### config.mk
export PLATFORM = sky130hd
export DESIGN_NAME = dmau_core
export DESIGN_NICKNAME = d
export VERILOG_FILES = /design/src/shared/dmau_pkg.sv /design/src/rtl/dmau_core.sv
export SDC_FILE = /design/constraint.sdc
export NUM_CORES = 1
export LEC_CHECK = 0
export BUFFER_PORTS_ARGS = -buffer_cell sky130_fd_sc_hd__clkbuf_2
export CAP_MARGIN = 25
export CELL_PAD_IN_SITES_DETAIL_PLACEMENT = 0
export CELL_PAD_IN_SITES_GLOBAL_PLACEMENT = 1
export CORE_ASPECT_RATIO = 1.2
export CORE_UTILIZATION = 48
export DETAILED_ROUTE_END_ITERATION = 16
export GPL_TIMING_DRIVEN = 0
export PLACE_DENSITY = 0.85
export REMOVE_ABC_BUFFERS = 1
export SKIP_LAST_GASP = 1
export SLEW_MARGIN = 20
export SYNTH_ARGS = -nofsm -noshare
export SYNTH_HDL_FRONTEND = slang
export SYNTH_SLANG_ARGS = --single-unit
export TNS_END_PERCENT = 10
### constraint.sdc
create_clock -name i_clock -period 8.33 [get_ports i_clock]
set_clock_uncertainty 0.1 [all_clocks]
set_input_delay 1.2495 -clock i_clock [delete_from_list [all_inputs] [get_ports i_clock]]
set_output_delay 1.2495 -clock i_clock [all_outputs]
set_load 0.05 [all_outputs]
### src/shared/dmau_pkg.sv
// constants and types shared by the debug memory access unit
package dmau_pkg;
	// ------------------------------------------------------------
	// register indices on the debug register port
	// ------------------------------------------------------------
	localparam logic [7:0]  DMAU_IDX_CTRL   = 8'h07;
	localparam logic [7:0]  DMAU_IDX_ADDR   = 8'h09;
	localparam logic [7:0]  DMAU_IDX_DATA   = 8'h0A;
	// ------------------------------------------------------------
	// access_control_status field positions
	// ------------------------------------------------------------
	localparam int          DMAU_GO_BIT     = 31;
	localparam int          DMAU_DIR_BIT    = 30;
	localparam int          DMAU_SIZE_HI    = 29;
	localparam int          DMAU_SIZE_LO    = 27;
	localparam int          DMAU_VIEW_HI    = 26;
	localparam int          DMAU_VIEW_LO    = 25;
	localparam int          DMAU_WRAP_BIT   = 24;
	localparam int          DMAU_PROT_BIT   = 23;
	localparam int          DMAU_TRACE_BIT  = 22;
	localparam int          DMAU_BUFC_HI    = 21;
	localparam int          DMAU_BUFC_LO    = 20;
	localparam int          DMAU_CRC_BIT    = 19;
	localparam int          DMAU_CNT_HI     = 15;
	localparam int          DMAU_CNT_LO     = 2;
	localparam int          DMAU_ERR_BIT    = 1;
	localparam int          DMAU_VALID_BIT  = 0;
	// ------------------------------------------------------------
	// field encodings and reset values
	// ------------------------------------------------------------
	localparam logic [2:0]  DMAU_SIZE_BYTE  = 3'h0;
	localparam logic [2:0]  DMAU_SIZE_HALF  = 3'h1;
	localparam logic [2:0]  DMAU_SIZE_WORD  = 3'h2;
	localparam logic [1:0]  DMAU_VIEW_AUTO  = 2'h0;
	localparam logic [1:0]  DMAU_VIEW_CACHE = 2'h1;
	localparam logic [1:0]  DMAU_VIEW_UNC   = 2'h2;
	localparam logic [1:0]  DMAU_BUFC_OVWR  = 2'h0;
	localparam logic [1:0]  DMAU_BUFC_STOP  = 2'h1;
	localparam logic [31:0] DMAU_CRC_POLY   = 32'hEDB88320;
	localparam logic [31:0] DMAU_CRC_SEED   = 32'h00000000;
	localparam logic [31:0] DMAU_CTRL_RST   = 32'h00000000;
	localparam logic [31:0] DMAU_ADDR_RST   = 32'h00000000;
	localparam logic [31:0] DMAU_DATA_RST   = 32'h00000000;
	// access sequencer states, gray along idle -> bus -> hold
	typedef enum logic [1:0] {
		DMAU_ST_IDLE = 2'h0,
		DMAU_ST_BUS  = 2'h1,
		DMAU_ST_HOLD = 2'h3
	} dmau_state_e;
endpackage

### src/rtl/dmau_core.sv
// debug memory access unit: register port, access sequencer, checksum
`timescale 1ns/1ps
// Overview of operation
// - go starts access; device clears when finished
// - control write aborts; go restarts fresh access
// - direction zero reads, one writes
// - trace enable stores trace words in memory
// - checksum mode reads area, result in data
// - ethernet crc32, continues across blocks
// - wrapped flag set when buffer pointer wraps
// - auto view: cached reads, uncached writes
// - view codes auto, cached, uncached, reserved
// - auto view trace writes go cached
// - cached errors go to cpu, flag clear
// - uncached errors set access error flag
// - count increments; wrap to zero ends block
// - count keeps progress after an error
// - uncached error terminates remaining block at once
// - uncached bus error, busy write, zero count crc/trace error
// - reading data clears valid on non-checksum reads
// - valid/error pair never both set
// - data little endian, low bits justified
module dmau_core
	import dmau_pkg::*;
(
	input  wire logic        i_clock,
	input  wire logic        i_rst_b,
	input  wire logic        i_clk_en,
	input  wire logic [7:0]  i_reg_index,
	input  wire logic        i_reg_wr,
	input  wire logic        i_reg_rd,
	input  wire logic [31:0] i_reg_wdata,
	output logic      [31:0] o_reg_rdata,
	output logic             o_mem_req,
	output logic             o_mem_we,
	output logic             o_mem_cached,
	output logic      [2:0]  o_mem_size,
	output logic      [31:0] o_mem_addr,
	output logic      [31:0] o_mem_wdata,
	input  wire logic        i_mem_ack,
	input  wire logic        i_mem_err,
	input  wire logic [31:0] i_mem_rdata,
	output logic             o_cpu_bus_err,
	input  wire logic        i_trace_valid,
	input  wire logic [31:0] i_trace_word,
	output logic             o_trace_ready
);
	// ------------------------------------------------------------
	// state
	// ------------------------------------------------------------
	dmau_state_e  state_reg;
	logic         go_reg, dir_reg, wrap_reg, prot_reg, trace_reg, crc_reg;
	logic         err_reg, valid_reg, req_reg, we_reg, cached_reg;
	logic         cpu_err_reg, trace_rdy_reg;
	logic [2:0]   size_reg;
	logic [1:0]   view_reg, bufc_reg;
	logic [13:0]  cnt_reg, cnt_start_reg;
	logic [31:0]  addr_reg, base_reg, data_reg, rdata_reg;
	// ------------------------------------------------------------
	// checksum step: reflected crc32, most significant byte first
	// ------------------------------------------------------------
	function automatic logic [31:0] crc_word(input logic [31:0] c,
		input logic [31:0] d);
		logic [31:0] s;
		s = c;
		for (int b = 3; b >= 0; b--)
			for (int i = 0; i < 8; i++)
				s = (s >> 1) ^ ((s[0] ^ d[b*8+i]) ? DMAU_CRC_POLY : 32'h0);
		return s;
	endfunction
	// ------------------------------------------------------------
	// decode and next values
	// ------------------------------------------------------------
	// register port strobes
	wire ctrl_wr = i_reg_wr && (i_reg_index == DMAU_IDX_CTRL);
	wire addr_wr = i_reg_wr && (i_reg_index == DMAU_IDX_ADDR);
	wire data_wr = i_reg_wr && (i_reg_index == DMAU_IDX_DATA);
	wire data_rd = i_reg_rd && (i_reg_index == DMAU_IDX_DATA);
	wire busy    = state_reg != DMAU_ST_IDLE;
	// fields of an incoming control write
	wire         w_go    = i_reg_wdata[DMAU_GO_BIT];
	wire         w_dir   = i_reg_wdata[DMAU_DIR_BIT];
	wire         w_trace = i_reg_wdata[DMAU_TRACE_BIT];
	wire         w_crc   = i_reg_wdata[DMAU_CRC_BIT];
	wire [1:0]   w_view  = i_reg_wdata[DMAU_VIEW_HI:DMAU_VIEW_LO];
	wire [13:0]  w_cnt   = i_reg_wdata[DMAU_CNT_HI:DMAU_CNT_LO];
	wire         w_bad   = (w_crc || w_trace) && (w_cnt == 14'h0);
	wire         w_we    = (w_dir && !w_crc) || w_trace;
	// cached for auto reads and auto trace writes; reserved 11 uncached
	wire         w_cache = (w_view == DMAU_VIEW_CACHE) ||
		((w_view == DMAU_VIEW_AUTO) && (!w_we || w_trace));
	// a finished checksum block is extended instead of reseeded
	wire         crc_cont = crc_reg && valid_reg && !go_reg;
	// access completion and error routing
	wire         acc_done = req_reg && i_mem_ack;
	wire         hard_err = i_mem_err && !cached_reg;
	wire [13:0]  cnt_inc  = cnt_reg + 14'h1;
	wire         blk_last = (cnt_reg == 14'h0) || (cnt_inc == 14'h0);
	wire [31:0]  step     = 32'h1 << size_reg[1:0];
	// read data right justified in the data register
	wire [31:0]  rd_just  = (size_reg == DMAU_SIZE_BYTE) ?
		{24'h0, i_mem_rdata[7:0]} : (size_reg == DMAU_SIZE_HALF) ?
		{16'h0, i_mem_rdata[15:0]} : i_mem_rdata;
	wire [31:0]  crc_next = ~crc_word(~data_reg, i_mem_rdata);
	// register read mux; reserved bits read zero
	wire [31:0]  ctrl_view = {go_reg, dir_reg, size_reg, view_reg, wrap_reg,
		prot_reg, trace_reg, bufc_reg, crc_reg, 3'h0, cnt_reg,
		err_reg, valid_reg};
	wire [31:0]  rd_mux = (i_reg_index == DMAU_IDX_CTRL) ? ctrl_view :
		(i_reg_index == DMAU_IDX_ADDR) ? addr_reg :
		(i_reg_index == DMAU_IDX_DATA) ? data_reg : 32'h0;
	// ------------------------------------------------------------
	// outputs straight from flops
	// ------------------------------------------------------------
	assign o_reg_rdata   = rdata_reg;
	assign o_mem_req     = req_reg;
	assign o_mem_we      = we_reg;
	assign o_mem_cached  = cached_reg;
	assign o_mem_size    = size_reg;
	assign o_mem_addr    = addr_reg;
	assign o_mem_wdata   = data_reg;
	assign o_cpu_bus_err = cpu_err_reg;
	assign o_trace_ready = trace_rdy_reg;
	// register read data, one cycle after the strobe
	always_ff @(posedge i_clock or negedge i_rst_b)
	begin
		if (!i_rst_b)
			rdata_reg <= DMAU_DATA_RST;
		else if (i_clk_en && i_reg_rd)
			rdata_reg <= rd_mux;
	end
	// ------------------------------------------------------------
	// access sequencer; a control write outranks every bus event
	// ------------------------------------------------------------
	always_ff @(posedge i_clock or negedge i_rst_b)
	begin
		if (!i_rst_b)
		begin
			state_reg <= DMAU_ST_IDLE;
			{go_reg, dir_reg, wrap_reg, prot_reg, trace_reg} <= 5'h0;
			{crc_reg, err_reg, valid_reg, req_reg, we_reg} <= 5'h0;
			{cached_reg, cpu_err_reg, trace_rdy_reg} <= 3'h0;
			size_reg <= DMAU_SIZE_BYTE;
			view_reg <= DMAU_VIEW_AUTO;
			bufc_reg <= DMAU_BUFC_OVWR;
			{cnt_reg, cnt_start_reg} <= 28'h0;
			{addr_reg, base_reg} <= {DMAU_ADDR_RST, DMAU_ADDR_RST};
			data_reg <= DMAU_DATA_RST;
		end
		else if (i_clk_en)
		begin
			cpu_err_reg <= 1'b0;
			// clears come first so a same-cycle set wins
			if (data_rd && !we_reg && !crc_reg)
				valid_reg <= 1'b0;
			if (data_wr && !trace_reg)
				data_reg <= i_reg_wdata;
			if (addr_wr)
				addr_reg <= i_reg_wdata;
			if (ctrl_wr)
			begin
				dir_reg   <= w_dir;
				size_reg  <= i_reg_wdata[DMAU_SIZE_HI:DMAU_SIZE_LO];
				view_reg  <= w_view;
				wrap_reg  <= i_reg_wdata[DMAU_WRAP_BIT];
				prot_reg  <= i_reg_wdata[DMAU_PROT_BIT];
				trace_reg <= w_trace;
				bufc_reg  <= i_reg_wdata[DMAU_BUFC_HI:DMAU_BUFC_LO];
				crc_reg   <= w_crc;
				cnt_reg   <= w_cnt;
				cnt_start_reg <= w_cnt;
				base_reg  <= addr_reg;
				we_reg    <= w_we;
				cached_reg <= w_cache;
				req_reg   <= 1'b0;
				trace_rdy_reg <= 1'b0;
				state_reg <= DMAU_ST_IDLE;
				go_reg    <= 1'b0;
				if (busy || (w_go && w_bad))
				begin
					err_reg   <= 1'b1;
					valid_reg <= 1'b0;
				end
				if (w_go && !w_bad)
				begin
					// fresh access after the abort
					go_reg    <= 1'b1;
					err_reg   <= 1'b0;
					valid_reg <= w_we && !w_trace;
					if (w_crc && !crc_cont)
						data_reg <= DMAU_CRC_SEED;
					if (w_trace)
					begin
						state_reg <= DMAU_ST_HOLD;
						trace_rdy_reg <= 1'b1;
					end
					else
					begin
						state_reg <= DMAU_ST_BUS;
						req_reg   <= !busy;
					end
				end
			end
			else
			begin
				case (state_reg)
					DMAU_ST_BUS:
					begin
						if (acc_done && hard_err)
						begin
							// stop now, count holds its progress
							req_reg   <= 1'b0;
							err_reg   <= 1'b1;
							valid_reg <= 1'b0;
							go_reg    <= 1'b0;
							state_reg <= DMAU_ST_IDLE;
						end
						else if (acc_done)
						begin
							cpu_err_reg <= i_mem_err;
							if (!we_reg)
								data_reg <= crc_reg ? crc_next : rd_just;
							if (cnt_reg != 14'h0)
								cnt_reg <= cnt_inc;
							if (blk_last && !trace_reg)
							begin
								req_reg   <= 1'b0;
								go_reg    <= 1'b0;
								valid_reg <= !we_reg;
								state_reg <= DMAU_ST_IDLE;
							end
							else if (trace_reg && cnt_inc == 14'h0)
							begin
								// buffer full: pointer returns to base
								req_reg  <= 1'b0;
								cnt_reg  <= cnt_start_reg;
								addr_reg <= base_reg;
								wrap_reg <= 1'b1;
								if (bufc_reg == DMAU_BUFC_OVWR)
								begin
									state_reg <= DMAU_ST_HOLD;
									trace_rdy_reg <= 1'b1;
								end
								else
								begin
									go_reg    <= 1'b0;
									valid_reg <= 1'b0;
									state_reg <= DMAU_ST_IDLE;
									trace_reg <= bufc_reg != DMAU_BUFC_STOP;
								end
							end
							else
							begin
								addr_reg <= addr_reg + step;
								// checksum streams without tool pacing
								req_reg  <= crc_reg;
								if (!crc_reg)
								begin
									state_reg <= DMAU_ST_HOLD;
									valid_reg <= !we_reg;
									trace_rdy_reg <= trace_reg;
								end
							end
						end
						else if (!req_reg)
							req_reg <= 1'b1; // late ack of old one lost
					end
					DMAU_ST_HOLD:
					begin
						// wait for trace word, data read or data write
						if (trace_reg ? i_trace_valid :
							(we_reg ? data_wr : data_rd))
						begin
							if (trace_reg)
								data_reg <= i_trace_word;
							if (we_reg && !trace_reg)
								valid_reg <= 1'b1;
							trace_rdy_reg <= 1'b0;
							req_reg   <= 1'b1;
							state_reg <= DMAU_ST_BUS;
						end
					end
					default:
						state_reg <= DMAU_ST_IDLE;
				endcase
			end
		end
	end
endmodule // dmau_core

==> results.cfg, run 1 <==
[outcome]
status = completed

[final_layout]
syn_to_final_growth_pct = 15.57
fin_cells = 2091
drive_above_1_share_pct = 23.23
fin_nets = 1812

[clocking]
postCtsSetupBuffers = 0
cts_tree = built
h-tree-depth = 4
root_buffer = clkbuf_16
clk_pin_slew_ps = 70
cts_buffer_depth = 2
ctsHoldBuffers = 0
clock-sinks = 178
cts_resized = 0
numCtsBuffers = 17
worst_skew_pair.late_latency_ps = 440

[worst_setup_path]
path_class = input port to flop
worstPathRequired_ps = 8540
arrival_ps = 5800
worstPathCellList = clkbuf_2 > xor2_2 > xnor3_1 > xor2_1 > xnor2_1 > xor3_2 > xor2_1 > xnor3_1 > a221oi_1 > a211o_1 > a31oi_1
max_stage_delay_ps = 680
endpoint_kind = flop
cp_num_buf_inv = 1
cp_max_fo = 7
cp_slowest_cell = xor2_1
start_kind = input port
path_delay_family = XOR/XNOR gates

[yosys]
avgSynthCellArea_um2 = 9.156
syn_area_mm2 = 0.01413
synth_top_area_share_pct = 31.53
synth_common_cells = dfrtp_1 (178), a21oi_1 (165), xnor2_1 (158)
synthMostInstantiatedCell = dfrtp_1
synthCells = 1543
synth_top_cell_by_area = dfrtp_1
ys_types = 69
ys_ff_latch = 178
synth_area_leaders = dfrtp_1 (32%), xnor2_1 (9.8%), a21oi_1 (5.8%)
seq_area_frac_synth_pct = 31.53
synth_flop_cell = dfrtp_1
synth-edff-count = 0
ys.warnings.count = 0
async_flop_share_pct = 100.0

[grt]
grt-ovfl-total = 0
grt_pass1_wl_um = 81880
antenna_found_initial = 0
grt_util_all_layers_pct = 37.58
grt_max_degree = 80
grt_pass1_vias = 12373

[timing]
hold_ws_ps = 382.0
hold_viol = 0
finalMaxSlewViolations = 0
worstMarginPinSlew_ps = 1009
setup-violations-final = 0
fin_tns_setup_ps = 0
fmax_mhz = 178.8
fin_crit_sh_pct = 67.15
rsz0062_at_grt = false
setup_slack_ps = 2737
relSlewSlack_pct = 32.75
min_period_ps = 5593

[floorplan]
start_util_pct = 48.98
dieArea_mm2 = 0.03012
die_width_um = 158.6
rows = 68
fp.dieH_um = 189.9
design.core.area_mm2 = 0.02884
ioPinCount = 216

[detailed_routing]
drcViolationCount = 0
drt_pre_antenna_iters = 6
drt_iter0_markers = 1273
vias = 13122
detail-route-antenna-nets = 0
viasPerCell = 6.275
drt-total-wl_um = 55430
routedWlPerCell_um = 26.51

[place]
post-place-ws_ps = 2367
dp_cells = 2055
io_buffers = 215
gp_congestion = 1.039
hpwlAfterDp_um = 41980

[worst_hold_path]
worst_hold_path_type = flop to flop

[job]
cap_viol_max_count = 0
final cells by class:
cell class	count	area, um2
Inverter	19	71.32
Tap cell	385	481.7
Fill cell	2651	12520
Multi-Input combinational cell	1237	9281
Timing Repair Buffer	239	1458
Sequential cell	178	4456
Clock inverter	12	120.1
Antenna cell	1	2.502
Clock buffer	20	456.7
cell families (layout without fill, tap and decap cells):
| kind of cell | after synthesis | count (layout) | share of synthesized area (%) |
|---|---|---|---|
| xor gates and xnor gates | 304 | 304 | 25.25 |
| DFF | 178 | 178 | 31.53 |
| and+or+nand+nor | 372 | 372 | 11.81 |
| AOI/OAI and AO/OA | 457 | 457 | 19.90 |
| other | 0 | 1 | 0 |
| buffers and inverters | 128 | 290 | 3.419 |
| adders and majority gates | 8 | 8 | 0.7616 |
| muxes | 96 | 96 | 7.333 |
per-layer routing:
| metal | track usage, % | part of all wire (%) | vias up |
|---|---|---|---|
| met2 | 59.68 | 47 | 706 |
| li1 | - | - | 5849 |
| met4 | 17.79 | 4.8 | 0 |
| met3 | 6.401 | 8.1 | 119 |
| met1 | 49.57 | 40 | 6448 |
| met5 | 0 | 0 | - |
cell usage in the layout (no fill, tap or decap), types with 8 or more instances in the layout:
master     instances
buf_4              9
nor2_1           134
xor2_1            70
xnor2_2           20
dfrtp_1          177
o21ai_0          103
nand4_1            9
xnor3_1           29
mux2i_1           36
xnor2_1          158
a31oi_1           15
inv_1             19
clkbuf_16         17
a211oi_1          14
nor4_1            14
xor2_2            10
nand2_1          118
a221oi_1          12
clkbuf_2         214
o22a_1             9
and2_1             8
a222oi_1          28
nor3_1            15
a22oi_1           12
and3_1            11
o22ai_1           44
mux2_2            60
nand3_1           19
a21oi_1          165
worst paths after layout:
kind / from / to / slack (ps) / cells after the start
worst min-delay path: o_reg_rdata[7] / o_reg_rdata[7] / 380 / 2
worst max register to register: cnt_reg[0] / o_mem_addr[5] / 2980 / 13
worst max-delay path: i_mem_rdata[24] / o_mem_wdata[15] / 2740 / 11
min in group asynchronous: i_rst_b / base_reg[10] / 650 / 1
worst min register to register: o_reg_rdata[7] / o_reg_rdata[7] / 380 / 2
max in group asynchronous: i_rst_b / o_mem_wdata[26] / 6420 / 3
worst reg2reg max path, delay by kind of cell, from the launching register on:
kind	cells	cell delay, ps
AO/OA/AOI/OAI	4	640
adder cells (fa/ha/maj)	1	330
buffers and inverters	2	600
flip-flops	1	550
AND/OR/NAND/NOR	6	3000
metrics by stage:
stage	cell area (um2)	utilization [%]
2_1_floorplan	13720	-
3_3_place_gp	15270	52.95
3_5_place_dp	15720	54.50
4_1_cts	16300	56.50
5_1_grt	16320	56.60
6_report	16330	56.61
Power of run 1 is left out: the tool's default activity adds up to more than one toggle a clock period on the data nets, which glitch-free logic cannot reach.
==> run 2: changes to the inputs <==
--- a/config.mk
+++ b/config.mk
@@ -5,15 +5,16 @@
 export SDC_FILE = /design/constraint.sdc
 export NUM_CORES = 1
 export LEC_CHECK = 0
+export ABC_AREA = 1
 export BUFFER_PORTS_ARGS = -buffer_cell sky130_fd_sc_hd__clkbuf_2
 export CAP_MARGIN = 25
 export CELL_PAD_IN_SITES_DETAIL_PLACEMENT = 0
 export CELL_PAD_IN_SITES_GLOBAL_PLACEMENT = 1
 export CORE_ASPECT_RATIO = 1.2
-export CORE_UTILIZATION = 48
+export CORE_UTILIZATION = 38
 export DETAILED_ROUTE_END_ITERATION = 16
 export GPL_TIMING_DRIVEN = 0
-export PLACE_DENSITY = 0.85
+export PLACE_DENSITY = 0.76
 export REMOVE_ABC_BUFFERS = 1
 export SKIP_LAST_GASP = 1
 export SLEW_MARGIN = 20
==> constraint.sdc (replaced) <==
create_clock -name i_clock -period 5.1 [get_ports i_clock]
set_clock_uncertainty 0.1 [all_clocks]
set_input_delay 0.765 -clock i_clock [delete_from_list [all_inputs] [get_ports i_clock]]
set_output_delay 0.765 -clock i_clock [all_outputs]
set_load 0.05 [all_outputs]
==> results.cfg, run 2 <==
[outcome]
status = completed

[final_layout]
syn_to_final_growth_pct = 14.63
layout_common_cells = nand2_1 (726), o21ai_0 (292), inv_1 (265)
layout_commonest_cell = nand2_1
fin_util_pct = 44.27
nFillCells = 4671
fin_nets = 2885
num_antenna_cells = 0
drive_above_1_share_pct = 18.29

[worst_setup_path]
rr_startpoint = o_mem_wdata[0]
arrival_ps = 4990
cp_max_fo = 63
worstPathRequired_ps = 5360
worstPathCellList = clkbuf_2 > nor4_1 > nand2_1 > nor2_2 > inv_4 > buf_16 > nor2_4 > buf_16 > inv_4 > buf_16 > nand2_1 > nand3_1 > clkinvlp_4 > o21ai_0 > o22ai_1
max_stage_delay_ps = 550
endpoint_kind = flop
cp_common_cell = buf_16
crit_start = i_reg_index[5]
cp_slowest_cell = nor4_1
r2r_cells = 23
path_class = input port to flop
start_kind = input port

[yosys]
seq_area_frac_synth_pct = 26.26
ys.warnings.count = 0
avgSynthCellArea_um2 = 6.483
synth_top_cell_by_area = dfrtp_1
synth_flop_cell = dfrtp_1
synth_common_cells = nand2_1 (729), o21ai_0 (292), inv_1 (272)
ys_types = 55
synthCells = 2617
synth_area_leaders = dfrtp_1 (26%), nand2_1 (16%), o21ai_0 (8.6%)
synthMostInstantiatedCell = nand2_1
syn_area_mm2 = 0.01697
synth-edff-count = 0
synth_top_area_share_pct = 26.26
ys_ff_latch = 178
async_flop_share_pct = 100.0

[timing]
finalMaxSlewViolations = 0
setup-violations-final = 0
hold_viol = 0
fmax_mhz = 211.2
relSlewSlack_pct = 28.18
rsz0062_at_grt = false
min_period_ps = 4734
fin_crit_sh_pct = 92.82
worstMarginPinSlew_ps = 1077

[clocking]
worst_skew_pair.late_latency_ps = 460
ctsHoldBuffers = 0
clk_pin_slew_ps = 70
clock-sinks = 178
postCtsSetupBuffers = 0
cts_tree = built
numCtsBuffers = 17
cts_buffer_depth = 2
root_buffer = clkbuf_16
h-tree-depth = 4

[place]
io_buffers = 215
gp_congestion = 0.9681
hpwlAfterDp_um = 57990

[detailed_routing]
drcViolationCount = 0
routedWlPerCell_um = 22.17
vias = 18674
viasPerCell = 5.596
drt_pre_antenna_iters = 6
drt_iter0_markers = 1521
detail-route-antenna-nets = 0
drt-total-wl_um = 73980

[floorplan]
dieArea_mm2 = 0.04550
die_width_um = 194.9
fp.dieH_um = 233.5
ioPinCount = 216
rows = 84
start_util_pct = 38.62
design.core.area_mm2 = 0.04393

[grt]
antenna_found_initial = 0
grt_max_degree = 67
grt_util_all_layers_pct = 32.39
grt-ovfl-total = 0
grt_pass1_wl_um = 109500
grt_pass1_vias = 17312

[worst_hold_path]
worst_hold_path_type = input port to asynchronous set/reset pin

[job]
cap_viol_max_count = 0
-- run 2: timing repair --
| action | in CTS | in global routing |
|---|---|---|
| hold endpoints to repair | 0 | 0 |
| gates resized for setup | 0 | 1 |
| setup endpoints to repair | 0 | 14 |
-- run 2: stage by stage --
| step | setup TNS, ps | setup WS (ps) | hold slack, ps | cell area (um2) | instances |
|---|---|---|---|---|---|
| 2_1_floorplan | -40420 | -1232 | 342.2 | 16490 | 2507 |
| 3_3_place_gp | -677010 | -6556 | 358.4 | 18260 | 3281 |
| 3_5_place_dp | -3203 | -271.8 | 362.4 | 18760 | 3302 |
| 4_1_cts | 0 | 176.7 | 238.7 | 19370 | 3334 |
| 5_1_grt | 0 | 46.30 | 256.7 | 19450 | 3337 |
| 6_report | 0 | 366.0 | 228.9 | 19450 | 3337 |
-- run 2: metal layers --
layer | up-vias | share of wire [%] | GRT usage (%)
met5 | - | 0 | 0
met4 | 0 | 5.5 | 17.35
met3 | 162 | 6.2 | 3.898
met2 | 779 | 49 | 56.34
met1 | 8864 | 40 | 39.03
li1 | 8869 | - | -
-- run 2: logic make-up (layout without fill, tap and decap cells) --
family / count (synthesis) / after routing / synth area share [%]
flops: 178 / 178 / 26.26
fa+ha+maj: 8 / 8 / 0.6342
mux: 5 / 5 / 0.3024
compound gates: 556 / 556 / 18.83
simple gates: 1264 / 1264 / 34.74
buf+inv: 433 / 594 / 10.04
xor+xnor: 173 / 173 / 9.197
-- run 2: area by class of cell --
class | count | area [um2] | share of cell area (%)
Multi-Input combinational cell | 2006 | 10860 | 55.86
Sequential cell | 178 | 4454 | 22.90
Timing Repair Buffer | 239 | 1588 | 8.164
Inverter | 323 | 1235 | 6.350
Tap cell | 559 | 699.4 | 3.596
Clock buffer | 21 | 480.5 | 2.471
Clock inverter | 11 | 126.4 | 0.6498
-- run 2: worst max-delay path, delay by kind of cell --
family / cells / cell delay [ps]
buffers and inverters: 7 / 1470
AND/OR/NAND/NOR: 6 / 2330
AO/OA/AOI/OAI: 2 / 320
-- run 2: path summary, 6_finish.rpt --
path	end	slack (ps)
min	base_reg[28]	230
min in group i_clock	cnt_start_reg[3]	380
max reg2reg	o_mem_wdata[2]	530
min reg2reg	cnt_start_reg[3]	380
max	cnt_reg[10]	370
max in group asynchronous	o_mem_wdata[3]	3610
Power of run 2 is left out for the same reason.
